==> src/verilog/framer_pkg.sv <==
// shared constants for the request descriptor framer
package framer_pkg;
  localparam int DESC_W = 128;
  localparam int DESC_DWORDS = 4;
  // descriptor field positions
  localparam int FORCE_ECRC_BIT = 127;
  localparam int IDO_BIT = 126;
  localparam int RO_BIT = 125;
  localparam int NS_BIT = 124;
  localparam int TC_MSB = 123;
  localparam int TC_LSB = 121;
  localparam int RID_EN_BIT = 120;
  localparam int ROUTE_MSB = 114;
  localparam int ROUTE_LSB = 112;
  localparam int MSG_CODE_MSB = 111;
  localparam int MSG_CODE_LSB = 104;
  localparam int REQ_BUS_MSB = 95;
  localparam int REQ_BUS_LSB = 88;
  localparam int REQ_DEV_MSB = 87;
  localparam int REQ_DEV_LSB = 83;
  localparam int REQ_FN_MSB = 82;
  localparam int REQ_FN_LSB = 80;
  localparam int REQ_TYPE_MSB = 78;
  localparam int REQ_TYPE_LSB = 75;
  localparam int LEN_MSB = 74;
  localparam int LEN_LSB = 64;
  localparam int OBFF_MSB = 35;
  localparam int OBFF_LSB = 32;
  // request kinds carried in the descriptor type field, message codes in its code field
  localparam logic [3:0] REQ_MEM_WR = 4'h1;
  localparam logic [3:0] REQ_MSG = 4'hc;
  localparam logic [3:0] REQ_MSG_VD = 4'hd;
  localparam logic [3:0] REQ_MSG_ATS = 4'he;
  localparam logic [7:0] MSG_CODE_LTR = 8'h10;
  localparam logic [7:0] MSG_CODE_OBFF = 8'h12;
  // header encodings
  localparam logic [2:0] FMT_4DW_DATA = 3'h3;
  localparam logic [2:0] FMT_4DW_NODATA = 3'h1;
  localparam logic [1:0] TYPE_MSG_HI = 2'h2;
  // sideband field positions
  localparam int SB_HEAD_LSB = 0;
  localparam int SB_TAIL_LSB = 4;
  // register map and reset values
  localparam logic [11:0] CTRL_OFS = 12'h000;
  localparam logic [11:0] STATUS_OFS = 12'h004;
  localparam logic [11:0] PKT_CNT_OFS = 12'h008;
  localparam logic [11:0] NULL_CNT_OFS = 12'h00c;
  localparam logic [3:0] CTRL_RESET = 4'h3;
  localparam int CTRL_NS_EN = 0;
  localparam int CTRL_RO_EN = 1;
  localparam int CTRL_IDO_EN = 2;
  localparam int CTRL_ECRC_EN = 3;

  // true for every message request kind
  function automatic logic is_message(input logic [3:0] kind);
    return (kind == REQ_MSG) || (kind == REQ_MSG_VD) || (kind == REQ_MSG_ATS);
  endfunction
endpackage

==> src/verilog/rq_descriptor_write_framer.sv <==
// requester request framer: descriptor capture, header build, apb control
`timescale 1ns/1ps
module rq_descriptor_write_framer import framer_pkg::*; #(
  parameter int DATA_W = 128,
  parameter int SIDEBAND_W = 8,
  parameter int ADDR_W = 12
) (
  input wire logic mclk,
  input wire logic arst_n,
  // apb register port
  input wire logic psel,
  input wire logic penable,
  input wire logic pwrite,
  input wire logic [ADDR_W-1:0] paddr,
  input wire logic [31:0] pwdata,
  output logic [31:0] prdata,
  output logic pready,
  output logic pslverr,
  // request stream from user logic
  input wire logic [DATA_W-1:0] req_stream_data,
  input wire logic req_stream_valid,
  output logic req_stream_ready,
  input wire logic req_stream_last,
  input wire logic [DATA_W/32-1:0] req_stream_dword_keep,
  input wire logic [SIDEBAND_W-1:0] req_stream_sideband,
  // bus and device captured from configuration requests
  input wire logic [7:0] cfg_bus_num,
  input wire logic [4:0] cfg_dev_num,
  // framed request toward the link
  output logic tlp_valid,
  input wire logic tlp_ready,
  output logic [DATA_W-1:0] tlp_data,
  output logic [DATA_W/32-1:0] tlp_keep,
  output logic tlp_last,
  output logic tlp_hdr_valid,
  output logic [127:0] tlp_hdr,
  output logic tlp_digest,
  output logic tlp_nullify
);
  localparam int DWORDS = DATA_W / 32;

  // control and status state
  logic [3:0] ctrl_r;
  logic [31:0] pkt_cnt_r;
  logic [31:0] null_cnt_r;
  logic [31:0] prdata_r;
  logic pslverr_r;

  // packet tracking
  logic in_pkt_r;
  logic err_r;
  logic [3:0] head_mask_r;
  logic [3:0] tail_mask_r;

  // output stage
  logic out_valid_r;
  logic [DATA_W-1:0] out_data_r;
  logic [DWORDS-1:0] out_keep_r;
  logic out_last_r;
  logic out_sop_r;
  logic out_null_r;
  logic [127:0] hdr_r;
  logic digest_r;

  // collector and builder results
  logic [DESC_W-1:0] desc_now;
  logic [DWORDS-1:0] desc_lanes;
  logic desc_done;
  logic [127:0] hdr_now;
  logic digest_now;

  // ready whenever the output stage is empty or being drained
  wire beat_fire = req_stream_valid && req_stream_ready;
  wire first_beat = beat_fire && !in_pkt_r;
  wire end_beat = beat_fire && req_stream_last;
  // a gap in valid while a packet is open is an error
  wire valid_gap = in_pkt_r && !req_stream_valid;
  wire err_now = err_r || valid_gap;

  // byte masks sampled from the first beat of each packet
  wire [3:0] head_mask_now = first_beat
    ? req_stream_sideband[SB_HEAD_LSB +: 4] : head_mask_r;
  wire [3:0] tail_mask_now = first_beat
    ? req_stream_sideband[SB_TAIL_LSB +: 4] : tail_mask_r;

  // apb decode
  wire apb_setup = psel && !penable;
  wire apb_write = psel && penable && pwrite;
  wire hit_ctrl = paddr == ADDR_W'(CTRL_OFS);
  wire hit_status = paddr == ADDR_W'(STATUS_OFS);
  wire hit_pkt = paddr == ADDR_W'(PKT_CNT_OFS);
  wire hit_null = paddr == ADDR_W'(NULL_CNT_OFS);
  wire hit_any = hit_ctrl || hit_status || hit_pkt || hit_null;
  wire clr_null = apb_write && hit_null;
  wire pkt_done = out_valid_r && tlp_ready && out_last_r;
  wire null_done = pkt_done && out_null_r;

  // read data for the addressed register
  wire [31:0] status_word = {29'h0, out_valid_r, err_r, in_pkt_r};
  wire [31:0] rd_mux = hit_ctrl ? {28'h0, ctrl_r}
    : hit_status ? status_word
    : hit_pkt ? pkt_cnt_r
    : hit_null ? null_cnt_r
    : 32'h0;

  desc_collector #(
    .DWORDS(DWORDS)
  ) u_collect (
    .mclk(mclk),
    .arst_n(arst_n),
    .beat_fire(beat_fire),
    .beat_last(req_stream_last),
    .beat_data(req_stream_data),
    .desc_now(desc_now),
    .desc_lanes(desc_lanes),
    .desc_done(desc_done)
  );

  tlp_header_builder u_build (
    .desc(desc_now),
    .head_mask(head_mask_now),
    .tail_mask(tail_mask_now),
    .ctrl(ctrl_r),
    .cfg_bus_num(cfg_bus_num),
    .cfg_dev_num(cfg_dev_num),
    .hdr(hdr_now),
    .digest(digest_now)
  );

  // stall the user side while the output beat is not taken
  assign req_stream_ready = !out_valid_r || tlp_ready;

  // apb answers without wait states
  assign pready = 1'b1;
  assign prdata = prdata_r;
  assign pslverr = pslverr_r;

  // read data and error captured in the setup cycle
  always_ff @(posedge mclk or negedge arst_n) begin
    if (!arst_n) begin
      prdata_r <= 32'h0;
      pslverr_r <= 1'b0;
    end else if (apb_setup) begin
      prdata_r <= pwrite ? 32'h0 : rd_mux;
      pslverr_r <= !hit_any;
    end
  end

  // control register, attribute and ecrc enables
  always_ff @(posedge mclk or negedge arst_n) begin
    if (!arst_n) begin
      ctrl_r <= CTRL_RESET;
    end else if (apb_write && hit_ctrl) begin
      ctrl_r <= pwdata[3:0];
    end
  end

  // packet counter, counts every framed request leaving
  always_ff @(posedge mclk or negedge arst_n) begin
    if (!arst_n) begin
      pkt_cnt_r <= 32'h0;
    end else if (apb_write && hit_pkt) begin
      pkt_cnt_r <= pkt_done ? 32'h1 : 32'h0;
    end else if (pkt_done) begin
      pkt_cnt_r <= pkt_cnt_r + 32'h1;
    end
  end

  // nullified counter, a new event beats a clearing write
  always_ff @(posedge mclk or negedge arst_n) begin
    if (!arst_n) begin
      null_cnt_r <= 32'h0;
    end else if (clr_null) begin
      null_cnt_r <= null_done ? 32'h1 : 32'h0;
    end else if (null_done) begin
      null_cnt_r <= null_cnt_r + 32'h1;
    end
  end

  // open packet flag, closed by the final beat
  always_ff @(posedge mclk or negedge arst_n) begin
    if (!arst_n) begin
      in_pkt_r <= 1'b0;
    end else if (beat_fire) begin
      in_pkt_r <= !req_stream_last;
    end
  end

  // sticky error until the packet ends
  always_ff @(posedge mclk or negedge arst_n) begin
    if (!arst_n) begin
      err_r <= 1'b0;
    end else if (end_beat) begin
      err_r <= 1'b0;
    end else if (valid_gap) begin
      err_r <= 1'b1;
    end
  end

  // masks held for the rest of the packet
  always_ff @(posedge mclk or negedge arst_n) begin
    if (!arst_n) begin
      head_mask_r <= 4'h0;
      tail_mask_r <= 4'h0;
    end else if (first_beat) begin
      head_mask_r <= head_mask_now;
      tail_mask_r <= tail_mask_now;
    end
  end

  // header held from the beat that completes the descriptor
  always_ff @(posedge mclk or negedge arst_n) begin
    if (!arst_n) begin
      hdr_r <= 128'h0;
      digest_r <= 1'b0;
    end else if (desc_done) begin
      hdr_r <= hdr_now;
      digest_r <= digest_now;
    end
  end

  // output valid follows accepted beats
  always_ff @(posedge mclk or negedge arst_n) begin
    if (!arst_n) begin
      out_valid_r <= 1'b0;
    end else if (req_stream_ready) begin
      out_valid_r <= beat_fire;
    end
  end

  // payload beat: descriptor lanes dropped, payload kept in place
  always_ff @(posedge mclk or negedge arst_n) begin
    if (!arst_n) begin
      out_data_r <= '0;
      out_keep_r <= '0;
      out_last_r <= 1'b0;
      out_sop_r <= 1'b0;
      out_null_r <= 1'b0;
    end else if (beat_fire) begin
      out_data_r <= req_stream_data;
      out_keep_r <= req_stream_dword_keep & ~desc_lanes;
      out_last_r <= req_stream_last;
      out_sop_r <= desc_done;
      out_null_r <= req_stream_last && err_now;
    end
  end

  // outward stream
  assign tlp_valid = out_valid_r;
  assign tlp_data = out_data_r;
  assign tlp_keep = out_keep_r;
  assign tlp_last = out_last_r;
  assign tlp_hdr_valid = out_valid_r && out_sop_r;
  assign tlp_hdr = hdr_r;
  assign tlp_digest = digest_r;
  assign tlp_nullify = out_valid_r && out_null_r;
endmodule

==> src/verilog/desc_collector.sv <==
// gathers the descriptor dwords from the leading beats of a packet
`timescale 1ns/1ps
module desc_collector import framer_pkg::*; #(
  parameter int DWORDS = 4
) (
  input wire logic mclk,
  input wire logic arst_n,
  input wire logic beat_fire,
  input wire logic beat_last,
  input wire logic [DWORDS*32-1:0] beat_data,
  output logic [DESC_W-1:0] desc_now,
  output logic [DWORDS-1:0] desc_lanes,
  output logic desc_done
);
  logic [2:0] cnt_r;
  logic [2:0] cnt_nxt;
  logic [DESC_W-1:0] desc_r;
  logic [DESC_W-1:0] desc_nxt;

  // merge stored dwords with those arriving in this beat
  always_comb begin
    desc_nxt = desc_r;
    desc_lanes = '0;
    for (int j = 0; j < DESC_DWORDS; j++) begin
      if (j >= int'(cnt_r) && j - int'(cnt_r) < DWORDS) begin
        desc_nxt[j*32 +: 32] = beat_data[(j - int'(cnt_r))*32 +: 32];
        desc_lanes[j - int'(cnt_r)] = 1'b1;
      end
    end
  end

  assign desc_now = desc_nxt;
  assign desc_done = beat_fire && (cnt_r < 3'(DESC_DWORDS))
    && (int'(cnt_r) + DWORDS >= DESC_DWORDS);
  assign cnt_nxt = (int'(cnt_r) + DWORDS >= DESC_DWORDS) ? 3'(DESC_DWORDS)
    : cnt_r + 3'(DWORDS);

  // dword count restarts at the end of every packet
  always_ff @(posedge mclk or negedge arst_n) begin
    if (!arst_n) begin
      cnt_r <= '0;
      desc_r <= '0;
    end else if (beat_fire) begin
      cnt_r <= beat_last ? 3'h0 : cnt_nxt;
      desc_r <= desc_nxt;
    end
  end
endmodule

==> src/verilog/tlp_header_builder.sv <==
// forms the four request header dwords from a complete descriptor
`timescale 1ns/1ps
module tlp_header_builder import framer_pkg::*; (
  input wire logic [DESC_W-1:0] desc,
  input wire logic [3:0] head_mask,
  input wire logic [3:0] tail_mask,
  input wire logic [3:0] ctrl,
  input wire logic [7:0] cfg_bus_num,
  input wire logic [4:0] cfg_dev_num,
  output logic [127:0] hdr,
  output logic digest
);
  wire [3:0] kind = desc[REQ_TYPE_MSB:REQ_TYPE_LSB];
  wire msg = is_message(kind);
  wire [10:0] len = desc[LEN_MSB:LEN_LSB];
  wire [7:0] code = desc[MSG_CODE_MSB:MSG_CODE_LSB];
  // attributes masked by the function's enables
  wire ns = desc[NS_BIT] & ctrl[CTRL_NS_EN];
  wire ro = desc[RO_BIT] & ctrl[CTRL_RO_EN];
  wire ido = desc[IDO_BIT] & ctrl[CTRL_IDO_EN];
  wire [2:0] fmt = (len != 11'h0) ? FMT_4DW_DATA : FMT_4DW_NODATA;
  wire [4:0] typ = msg ? {TYPE_MSG_HI, desc[ROUTE_MSB:ROUTE_LSB]} : 5'h00;
  // requester id from descriptor or captured bus and device
  wire [15:0] rid = desc[RID_EN_BIT]
    ? {desc[REQ_BUS_MSB:REQ_BUS_LSB], desc[REQ_DEV_MSB:REQ_FN_LSB]}
    : {cfg_bus_num, cfg_dev_num, desc[REQ_FN_MSB:REQ_FN_LSB]};
  wire [31:0] dw0 = {fmt, typ, 1'b0, desc[TC_MSB:TC_LSB], 1'b0, ido, 2'h0,
    digest, 1'b0, ro, ns, 2'h0, len[9:0]};
  wire [31:0] dw1 = {rid, 8'h00, msg ? code : {tail_mask, head_mask}};
  logic [31:0] dw2;
  logic [31:0] dw3;

  assign digest = desc[FORCE_ECRC_BIT] | ctrl[CTRL_ECRC_EN];

  // message specific header dwords, address for memory writes
  always_comb begin
    dw2 = desc[63:32];
    dw3 = {desc[31:2], 2'h0};
    if (kind == REQ_MSG_VD) begin
      dw2 = {desc[15:0], 16'h0000};
      dw3 = desc[63:32];
    end else if (kind == REQ_MSG_ATS) begin
      dw2 = desc[31:0];
      dw3 = desc[63:32];
    end else if (msg && code == MSG_CODE_LTR) begin
      dw2 = 32'h0;
      dw3 = {desc[31:16], desc[15:0]};
    end else if (msg && code == MSG_CODE_OBFF) begin
      dw2 = 32'h0;
      dw3 = {28'h0, desc[OBFF_MSB:OBFF_LSB]};
    end else if (msg) begin
      dw2 = 32'h0;
      dw3 = 32'h0;
    end
  end

  assign hdr = {dw3, dw2, dw1, dw0};
endmodule

==> config.mk <==
export PLATFORM = sky130hd
export DESIGN_NAME = rq_descriptor_write_framer
export DESIGN_NICKNAME = d
export VERILOG_FILES = /design/src/verilog/framer_pkg.sv /design/src/verilog/rq_descriptor_write_framer.sv /design/src/verilog/desc_collector.sv /design/src/verilog/tlp_header_builder.sv
export SDC_FILE = /design/constraint.sdc
export NUM_CORES = 1
export LEC_CHECK = 0
export BUFFER_PORTS_ARGS = -buffer_cell sky130_fd_sc_hd__buf_2
export CAP_MARGIN = 20
export CORE_AREA = 3 3 198 200
export CTS_CLUSTER_DIAMETER = 50
export CTS_CLUSTER_SIZE = 16
export DETAILED_ROUTE_END_ITERATION = 6
export DIE_AREA = 0 0 201 203
export HOLD_SLACK_MARGIN = 0.02
export PLACE_DENSITY = 0.87
export SETUP_SLACK_MARGIN = 0.1
export SYNTH_ARGS = -nofsm -noshare
export SYNTH_HDL_FRONTEND = slang
export SYNTH_SLANG_ARGS = --single-unit
==> constraint.sdc <==
create_clock -name mclk -period 4 [get_ports mclk]
set_input_delay 0.2 -clock mclk [delete_from_list [all_inputs] [get_ports mclk]]
set_output_delay 0.2 -clock mclk [all_outputs]
set_load 0.1 [all_outputs]
==> results of run 1 <==
==> cell usage in the layout, fill, tap and decap left out, drive strengths merged, types with 12 or more instances in the layout <==
cell type      n
a31oi         24
xnor2         26
buf          487
nor4          17
xor2          27
a21oi         46
a221oi        16
nor2         142
dlygate4sd3  166
inv           15
conb          18
o21ai         90
mux2          81
o2bb2ai       16
dfrtp        425
nor3          12
nand3         47
nand2        577
o22ai         17
mux2i         99
a22o          16
nand4         25
clkbuf        51
==> tightest hold or removal path, cell delays in order <==
cell and delay, ps:
sky130_fd_sc_hd__buf_2 90, sky130_fd_sc_hd__nand2b_1 240, sky130_fd_sc_hd__nand2b_1 90
==> worst paths after layout <==
check                       startpoint             endpoint  slack, ps  cells past startpoint
max                           in_pkt_r         tlp_hdr[124]        840                      6
min                          tlp_ready            tlp_valid        110                      3
max reg2reg                   in_pkt_r         tlp_hdr[124]        840                      6
min reg2reg                tlp_keep[0]          tlp_keep[0]        470                      2
max in group asynchronous       arst_n            ctrl_r[0]       2540                      3
min in group asynchronous       arst_n  u_collect.desc_r[8]        300                      2
==> stage by stage <==
step | util [%] | area [um2] | worst slack, ps
detailed placement | 57.6 | 21700 | 970
global route | 66.0 | 24800 | 732
global placement | 57.6 | 21700 | 1040
floorplan | - | 19000 | 611
finish | 66.0 | 24800 | 843
CTS | 65.9 | 24800 | 943
==> power by group through the flow <==
stage	Combinational, mW	Sequential (mW)	Clock (mW)
after floorplan	1.50	9.56	0
after global placement	6.76	5.63	0
after detailed placement	6.87	5.67	0
after CTS	7.04	5.62	4.28
after global routing	7.44	5.77	4.49
final	7.23	5.71	4.29
==> final cells by class <==
type                       count  share of cell area (%)
antenna                        4                  0.0404
inverter                       9                   0.136
multi-input combinational   1375                    31.1
timing repair buffer         653                    17.1
clock buffer                  51                    4.58
sequential                   427                    43.1
clock inverter                22                    1.29
tap                          511                    2.58
==> repair_timing <==
item,4_1_cts,5_1_grt
endpoints found under the hold margin,358,0
endpoints found under the setup margin,0,0
hold buffers,166,0
==> sequential cells by signal, indices dropped and copies added, names as in the netlist <==
register	cells
u_collect.desc_r	77
in_pkt_r	1
pslverr	1
tlp_last	1
out_null_r	1
tlp_valid	1
tlp_keep	4
null_cnt_r	32
ctrl_r	4
out_sop_r	1
err_r	1
pkt_cnt_r	32
prdata	32
tlp_data	128
tlp_hdr	111
==> kinds of logic after synthesis <==
family / Yosys count / synth area share [%]
AND/OR/NAND/NOR: 878 / 19.4
flip-flops: 427 / 56.4
buffers and inverters: 153 / 3.57
AO/OA/AOI/OAI: 244 / 7.96
adder cells (fa/ha/maj): 2 / 0.132
XOR/XNOR: 53 / 2.49
multiplexers: 180 / 10.1
other: 2 / 0.0396
==> routing by layer <==
metal	routed length, um	part of all wire [%]
met5	13	0.019
met4	5760	8.3
met3	7680	11
met2	32900	47
met1	23300	33
==> Implementation_results.wiki, run 1 <==
{| class="wikitable"
! Metric !! Value
|-
| Final setup skew || approximately 32 ps
|-
| First-pass GRT wire length || between 100000 and 150000 um
|-
| Net total in the final layout || 2714
|-
| Largest cells by area after synthesis || sky130_fd_sc_hd__dfrtp_1 56%, sky130_fd_sc_hd__nand2_1 11%, sky130_fd_sc_hd__mux2i_1 5.2%
|-
| Most instantiated cells after synthesis || 577 x sky130_fd_sc_hd__nand2_1, 425 x sky130_fd_sc_hd__dfrtp_1, 142 x sky130_fd_sc_hd__nor2_1
|-
| Clock Path Buffers || 3
|-
| Clock tree from TritonCTS || yes
|-
| Clock buffer count from CTS || 41
|-
| Transition time at the pin with the least slew margin || about 1100 ps
|-
| Share of synthesized registers carrying an async set or reset || 100%
|-
| Number of violations of the max-capacitance limit || 0
|-
| Cell with the most instances after synthesis || sky130_fd_sc_hd__nand2_1
|-
| Input/output buffers || between 400 and 500
|-
| Slew Limit Headroom || a little over a quarter
|-
| Post-route worst hold slack || between 100 and 150 ps
|-
| Ys flop type || sky130_fd_sc_hd__dfrtp_1
|-
| Switching component of the power || between 8 and 9 mW
|-
| Via count of the first global-routing pass || a little under 20000
|-
| Ratio of final minimum period to clock period || 78.9%
|-
| Worst-path cell with the longest stage delay || sky130_fd_sc_hd__nand2_1
|-
| Filler cells || about 2500
|-
| Met1 track utilization from global routing || between 30% and 40%
|-
| Family with the most delay on the worst path || simple AND/OR/NAND/NOR gates
|-
| Number of buffers inserted by post-CTS setup repair || 0
|-
| Number of synthesized flops with an enable pin || 0
|-
| Worst stage delay on the critical path || ~770 ps
|-
| Insertion delay of the later-clocked pin in the worst-skew pair || about 570 ps
|-
| Standard cell core area || 37600 um2
|-
| Vias per inst || about 6.1
|-
| Overall power || ~17 mW
|-
| H-tree depth reported by CTS || 2
|-
| Fmax achieved || 317 MHz
|-
| Share of power burned in registers || ~33%
|-
| Final total negative setup slack || 0 ps
|-
| Setup repair after global routing missed its margin || false
|-
| Synth Area per Inst || a little under 10 um2
|-
| Die X-Extent || roughly 200 um
|-
| Quantity of gates resized following cts || 0
|-
| Required time at the endpoint of the critical path || about 4400 ps
|-
| Max-slew violation count || 0
|-
| Sequential cell area || roughly 11000 um2
|-
| Final Hold Viols || 0
|-
| Arrival time of data at the critical path endpoint || 3590 ps
|-
| Hold Crit Class || in2reg
|-
| Multi-input gate area in the final layout || 7710 um2
|-
| Sinks on the clock net || around 430
|-
| Post-synth top area cell || sky130_fd_sc_hd__dfrtp_1
|-
| Residual DRC || 2
|-
| Worst-path maximum fanout || 28
|-
| Switching fraction of total power || ~49%
|-
| Die height || ~200 um
|-
| Clock transition time at the flip-flop clock pins of the worst setup and hold paths || ~80 ps
|-
| Post-Syn Instances || approximately 1900
|-
| Count of TritonRoute iterations in the first routing pass || 7
|-
| Number of design-rule violations left by the first detailed-router iteration || between 2000 and 2500
|-
| Count of state elements after synthesis || 427
|-
| WS Path Type || reg2reg
|-
| Effective utilization at floorplan || around 50%
|-
| WP buf/inv || 1
|-
| Standard-cell rows || 71
|-
| Share of total power in combinational logic || between 40% and 50%
|-
| Register area share after synthesis || 56.4%
|-
| Count of placed standard cells in the final layout, fillers left out || about 3000
|-
| Post-layout min period || 3160 ps
|-
| Met3 usage || roughly 9%
|-
| Placer Congestion || 0.868
|-
| Met2 demand-to-capacity share in global routing || 54.4%
|-
| Most utilized layer in the global route result || met2
|-
| Total of endpoints with negative setup slack in the final report || 0
|-
| Detail-routed net length per standard cell || about 23 um
|-
| Total number of vias || 18500
|-
| Cell at the root of the clock tree || sky130_fd_sc_hd__clkbuf_16
|-
| Maximum number of pins on one net before global-route repair || between 150 and 200
|-
| Sum of net half-perimeters after detailed placement || just over 40000 um
|-
| Worst supply voltage drop on vdd || 0.769 mV
|-
| Ratio of cells with drive above 1 in the final layout || about a quarter
|-
| Number of antenna violations at the first check in global routing || 5
|-
| Cell total after placement || 2809
|-
| Number of library cell types mapped by synthesis || 55
|-
| Cell Pwr Density || 695 nW/um2
|-
| Run status || complete, but fails checks
|-
| Number of primary I/O pins || ~500
|-
| Layout-stage area growth over the synthesis result || 30.8%
|-
| Critical Path Start Type || register
|-
| Post-detailed-route count of antenna-violating nets || 0
|-
| Clock network power share || approximately 25%
|-
| Die area || between 40000 and 50000 um2
|-
| Violations in the final reports || design-rule violations
|-
| P_int || ~9 mW
|-
| Series of cell instances along the critical path || mux2i_2 > xnor2_2 > buf_4 > nand2_1 > nand3_1 > a31oi_1
|-
| Aggregate routed wire length || approximately 70000 um
|-
| GRT Overall Usage || about a third
|-
| Yosys Warn Count || 0
|-
| Area share of the largest cell type after synthesis || a little under three fifths
|-
| Pleak || around 13 nW
|-
| Combined area of all synthesized cells || 19000 um2
|-
| Crit end category || register
|-
| Overall overflow remaining after global route || 0
|}
(Power assumes the default switching activity.)
==> run 2: changes to the inputs <==
CORE_AREA = unset   (was 3 3 198 200)
CORE_MARGIN = 3   (was unset)
CORE_UTILIZATION = 48   (was unset)
DIE_AREA = unset   (was 0 0 201 203)
clock period = 2.74 ns   (was 4 ns; I/O delays follow)
==> run 2 against run 1 <==
The flow still finishes with violations (design-rule violations). Power up 44%. Die area up 2.7%. Sequential share of layout area down 0.12 points. Register-to-register slack worse by 640 ps. Non-clock buffer count up 22. Sequential power up 46%. Combinational power up 47%. Clock power up 38%. Critical path depth down 2. Sequential cell count unchanged.
==> Implementation_results.wiki, run 2 (same netlist as run 1, synthesis figures left out) <==
{| class="wikitable"
! Metric !! Value
|-
| Most common cell after layout, fill and taps aside || sky130_fd_sc_hd__nand2_1
|-
| H-tree depth reported by CTS || 2
|-
| WS Path Type || reg2reg
|-
| Layout-stage area growth over the synthesis result || 31.2%
|-
| Final setup skew || roughly 28 ps
|-
| FF-to-FF End || tlp_hdr[68]
|-
| Placer Congestion || between 0.8 and 0.9
|-
| Aggregate routed wire length || 70400 um
|-
| Residual DRC || 2
|-
| Arrival time of data at the critical path endpoint || 3040 ps
|-
| WHS Path Cells || 4
|-
| Final Util || between 60% and 70%
|-
| Hold Crit Class || in2reg
|-
| Hold path startpoint || paddr[10]
|-
| Transition time at the pin with the least slew margin || 964 ps
|-
| Number of primary I/O pins || slightly above 500
|-
| Total of endpoints with negative setup slack in the final report || 0
|-
| Maximum number of pins on one net before global-route repair || 109
|-
| Number of antenna violations at the first check in global routing || 1
|-
| Overall overflow remaining after global route || 0
|-
| Final Hold Viols || 0
|-
| Net total in the final layout || 2735
|-
| Pleak || roughly 13 nW
|-
| Insertion delay of the later-clocked pin in the worst-skew pair || between 500 and 600 ps
|-
| R2r startpoint || in_pkt_r
|-
| Clock buffer count from CTS || 40
|-
| Number of violations of the max-capacitance limit || 0
|-
| Worst supply voltage drop on vdd || 1.10 mV
|-
| Number of design-rule violations left by the first detailed-router iteration || between 2000 and 2500
|-
| GRT Overall Usage || between 30% and 40%
|-
| Most utilized layer in the global route result || met2
|-
| Run status || complete, but fails checks
|-
| Effective utilization at floorplan || between 40% and 50%
|-
| Worst Hold End || pslverr
|-
| Via count of the first global-routing pass || around 19000
|-
| Commonest non-fill, non-tap cells in the layout || 576 x sky130_fd_sc_hd__nand2_1, 457 x sky130_fd_sc_hd__buf_2, 423 x sky130_fd_sc_hd__dfrtp_1
|-
| Worst-path maximum fanout || 16
|-
| Crit end category || register
|-
| Number of flip-flops in the largest register || 128
|-
| Standard-cell rows || between 70 and 80
|-
| Quantity of gates resized following cts || 0
|-
| Ratio of cells with drive above 1 in the final layout || about a quarter
|-
| Count of TritonRoute iterations in the first routing pass || 7
|-
| Sinks on the clock net || between 400 and 500
|-
| First-pass GRT wire length || 108000 um
|-
| Clock tree from TritonCTS || yes
|-
| Detail-routed net length per standard cell || 22.9 um
|-
| Fmax achieved || 394 MHz
|-
| Reg2Reg Depth || 4
|-
| Clock Path Buffers || 3
|-
| Met1 track utilization from global routing || between 30% and 40%
|-
| Die area || between 40000 and 50000 um2
|-
| Die height || roughly 200 um
|-
| Overall power || between 20 and 25 mW
|-
| Required time at the endpoint of the critical path || roughly 3200 ps
|-
| Ratio of final minimum period to clock period || between 90% and 100%
|-
| Input/output buffers || ~460
|-
| Cell Pwr Density || between 900 and 1000 nW/um2
|-
| Slew Limit Headroom || roughly 36%
|-
| Die X-Extent || 205 um
|-
| Met2 demand-to-capacity share in global routing || 53.1%
|-
| Standard cell core area || 38800 um2
|-
| Critical Path Start Type || register
|-
| Violations in the final reports || design-rule violations
|-
| Post-detailed-route count of antenna-violating nets || 0
|-
| Setup repair after global routing missed its margin || false
|-
| Total number of vias || ~19000
|-
| Vias per inst || 6.02
|-
| Final total negative setup slack || 0 ps
|-
| Cell at the root of the clock tree || sky130_fd_sc_hd__clkbuf_16
|-
| Met3 usage || 8.98%
|-
| Setup slack on the worst flop-to-flop path || just over 200 ps
|-
| Clock transition time at the flip-flop clock pins of the worst setup and hold paths || approximately 70 ps
|-
| Post-layout min period || roughly 2500 ps
|-
| Sum of net half-perimeters after detailed placement || 41100 um
|-
| Max-slew violation count || 0
|}
-- run 2: stage by stage --
step	setup WS (ps)	hold slack [ps]	instance area (um2)	cells
after floorplan	111	-159	19000	1955
after global placement	334	185	21900	2838
after detailed placement	318	199	21900	2838
after CTS	216	42.5	24900	3070
after global routing	101	130	24900	3071
final	204	94.4	24900	3073
-- run 2: area by class of cell --
type | instances | area (um2)
timing repair buffer | 675 | 4430
antenna | 2 | 5.00
inverter | 9 | 33.8
clock inverter | 21 | 282
multi-input combinational | 1375 | 7720
tap | 518 | 648
clock buffer | 46 | 1050
sequential | 427 | 10700
fill | 2633 | 14000
-- run 2: per-layer routing --
metal / wire, um / up-vias / part of all wire (%)
met2: 33200 / 1561 / 47
li1: - / 7674 / -
met5: 0 / - / 0
met3: 7750 / 471 / 11
met1: 23500 / 8804 / 33
met4: 6010 / 0 / 8.5
-- run 2: what timing repair did --
action | CTS | global route
hold buffers | 165 | 0
endpoints found under the hold margin | 347 | 0
setup buffers | 0 | 1
endpoints found under the setup margin | 0 | 22
-- run 2: power by group --
group          switching [mW]  internal [mW]
Combinational            8.70           1.92
Clock                    2.70           3.20
Sequential              0.853           7.47
Total                    12.2           12.6
-- run 2: worst max path at each step --
| stage | cells past startpoint | to | start | slack (ps) |
|---|---|---|---|---|
| after detailed placement | 6 | tlp_hdr[126] | in_pkt_r | 320 |
| after global placement | 6 | tlp_hdr[125] | in_pkt_r | 330 |
| final | 4 | tlp_hdr[68] | in_pkt_r | 200 |
| after global routing | 5 | tlp_hdr[68] | in_pkt_r | 100 |
| after CTS | 6 | tlp_hdr[109] | in_pkt_r | 220 |
| after floorplan | 9 | tlp_hdr[0] | tlp_valid | 110 |
-- run 2: worst max-delay path, cell delays in order, from the launching register on --
cell and delay (ps):
sky130_fd_sc_hd__dfrtp_4 580, sky130_fd_sc_hd__mux2i_2 560, sky130_fd_sc_hd__nand3_1 690, sky130_fd_sc_hd__o22ai_1 450, sky130_fd_sc_hd__a22o_1 190
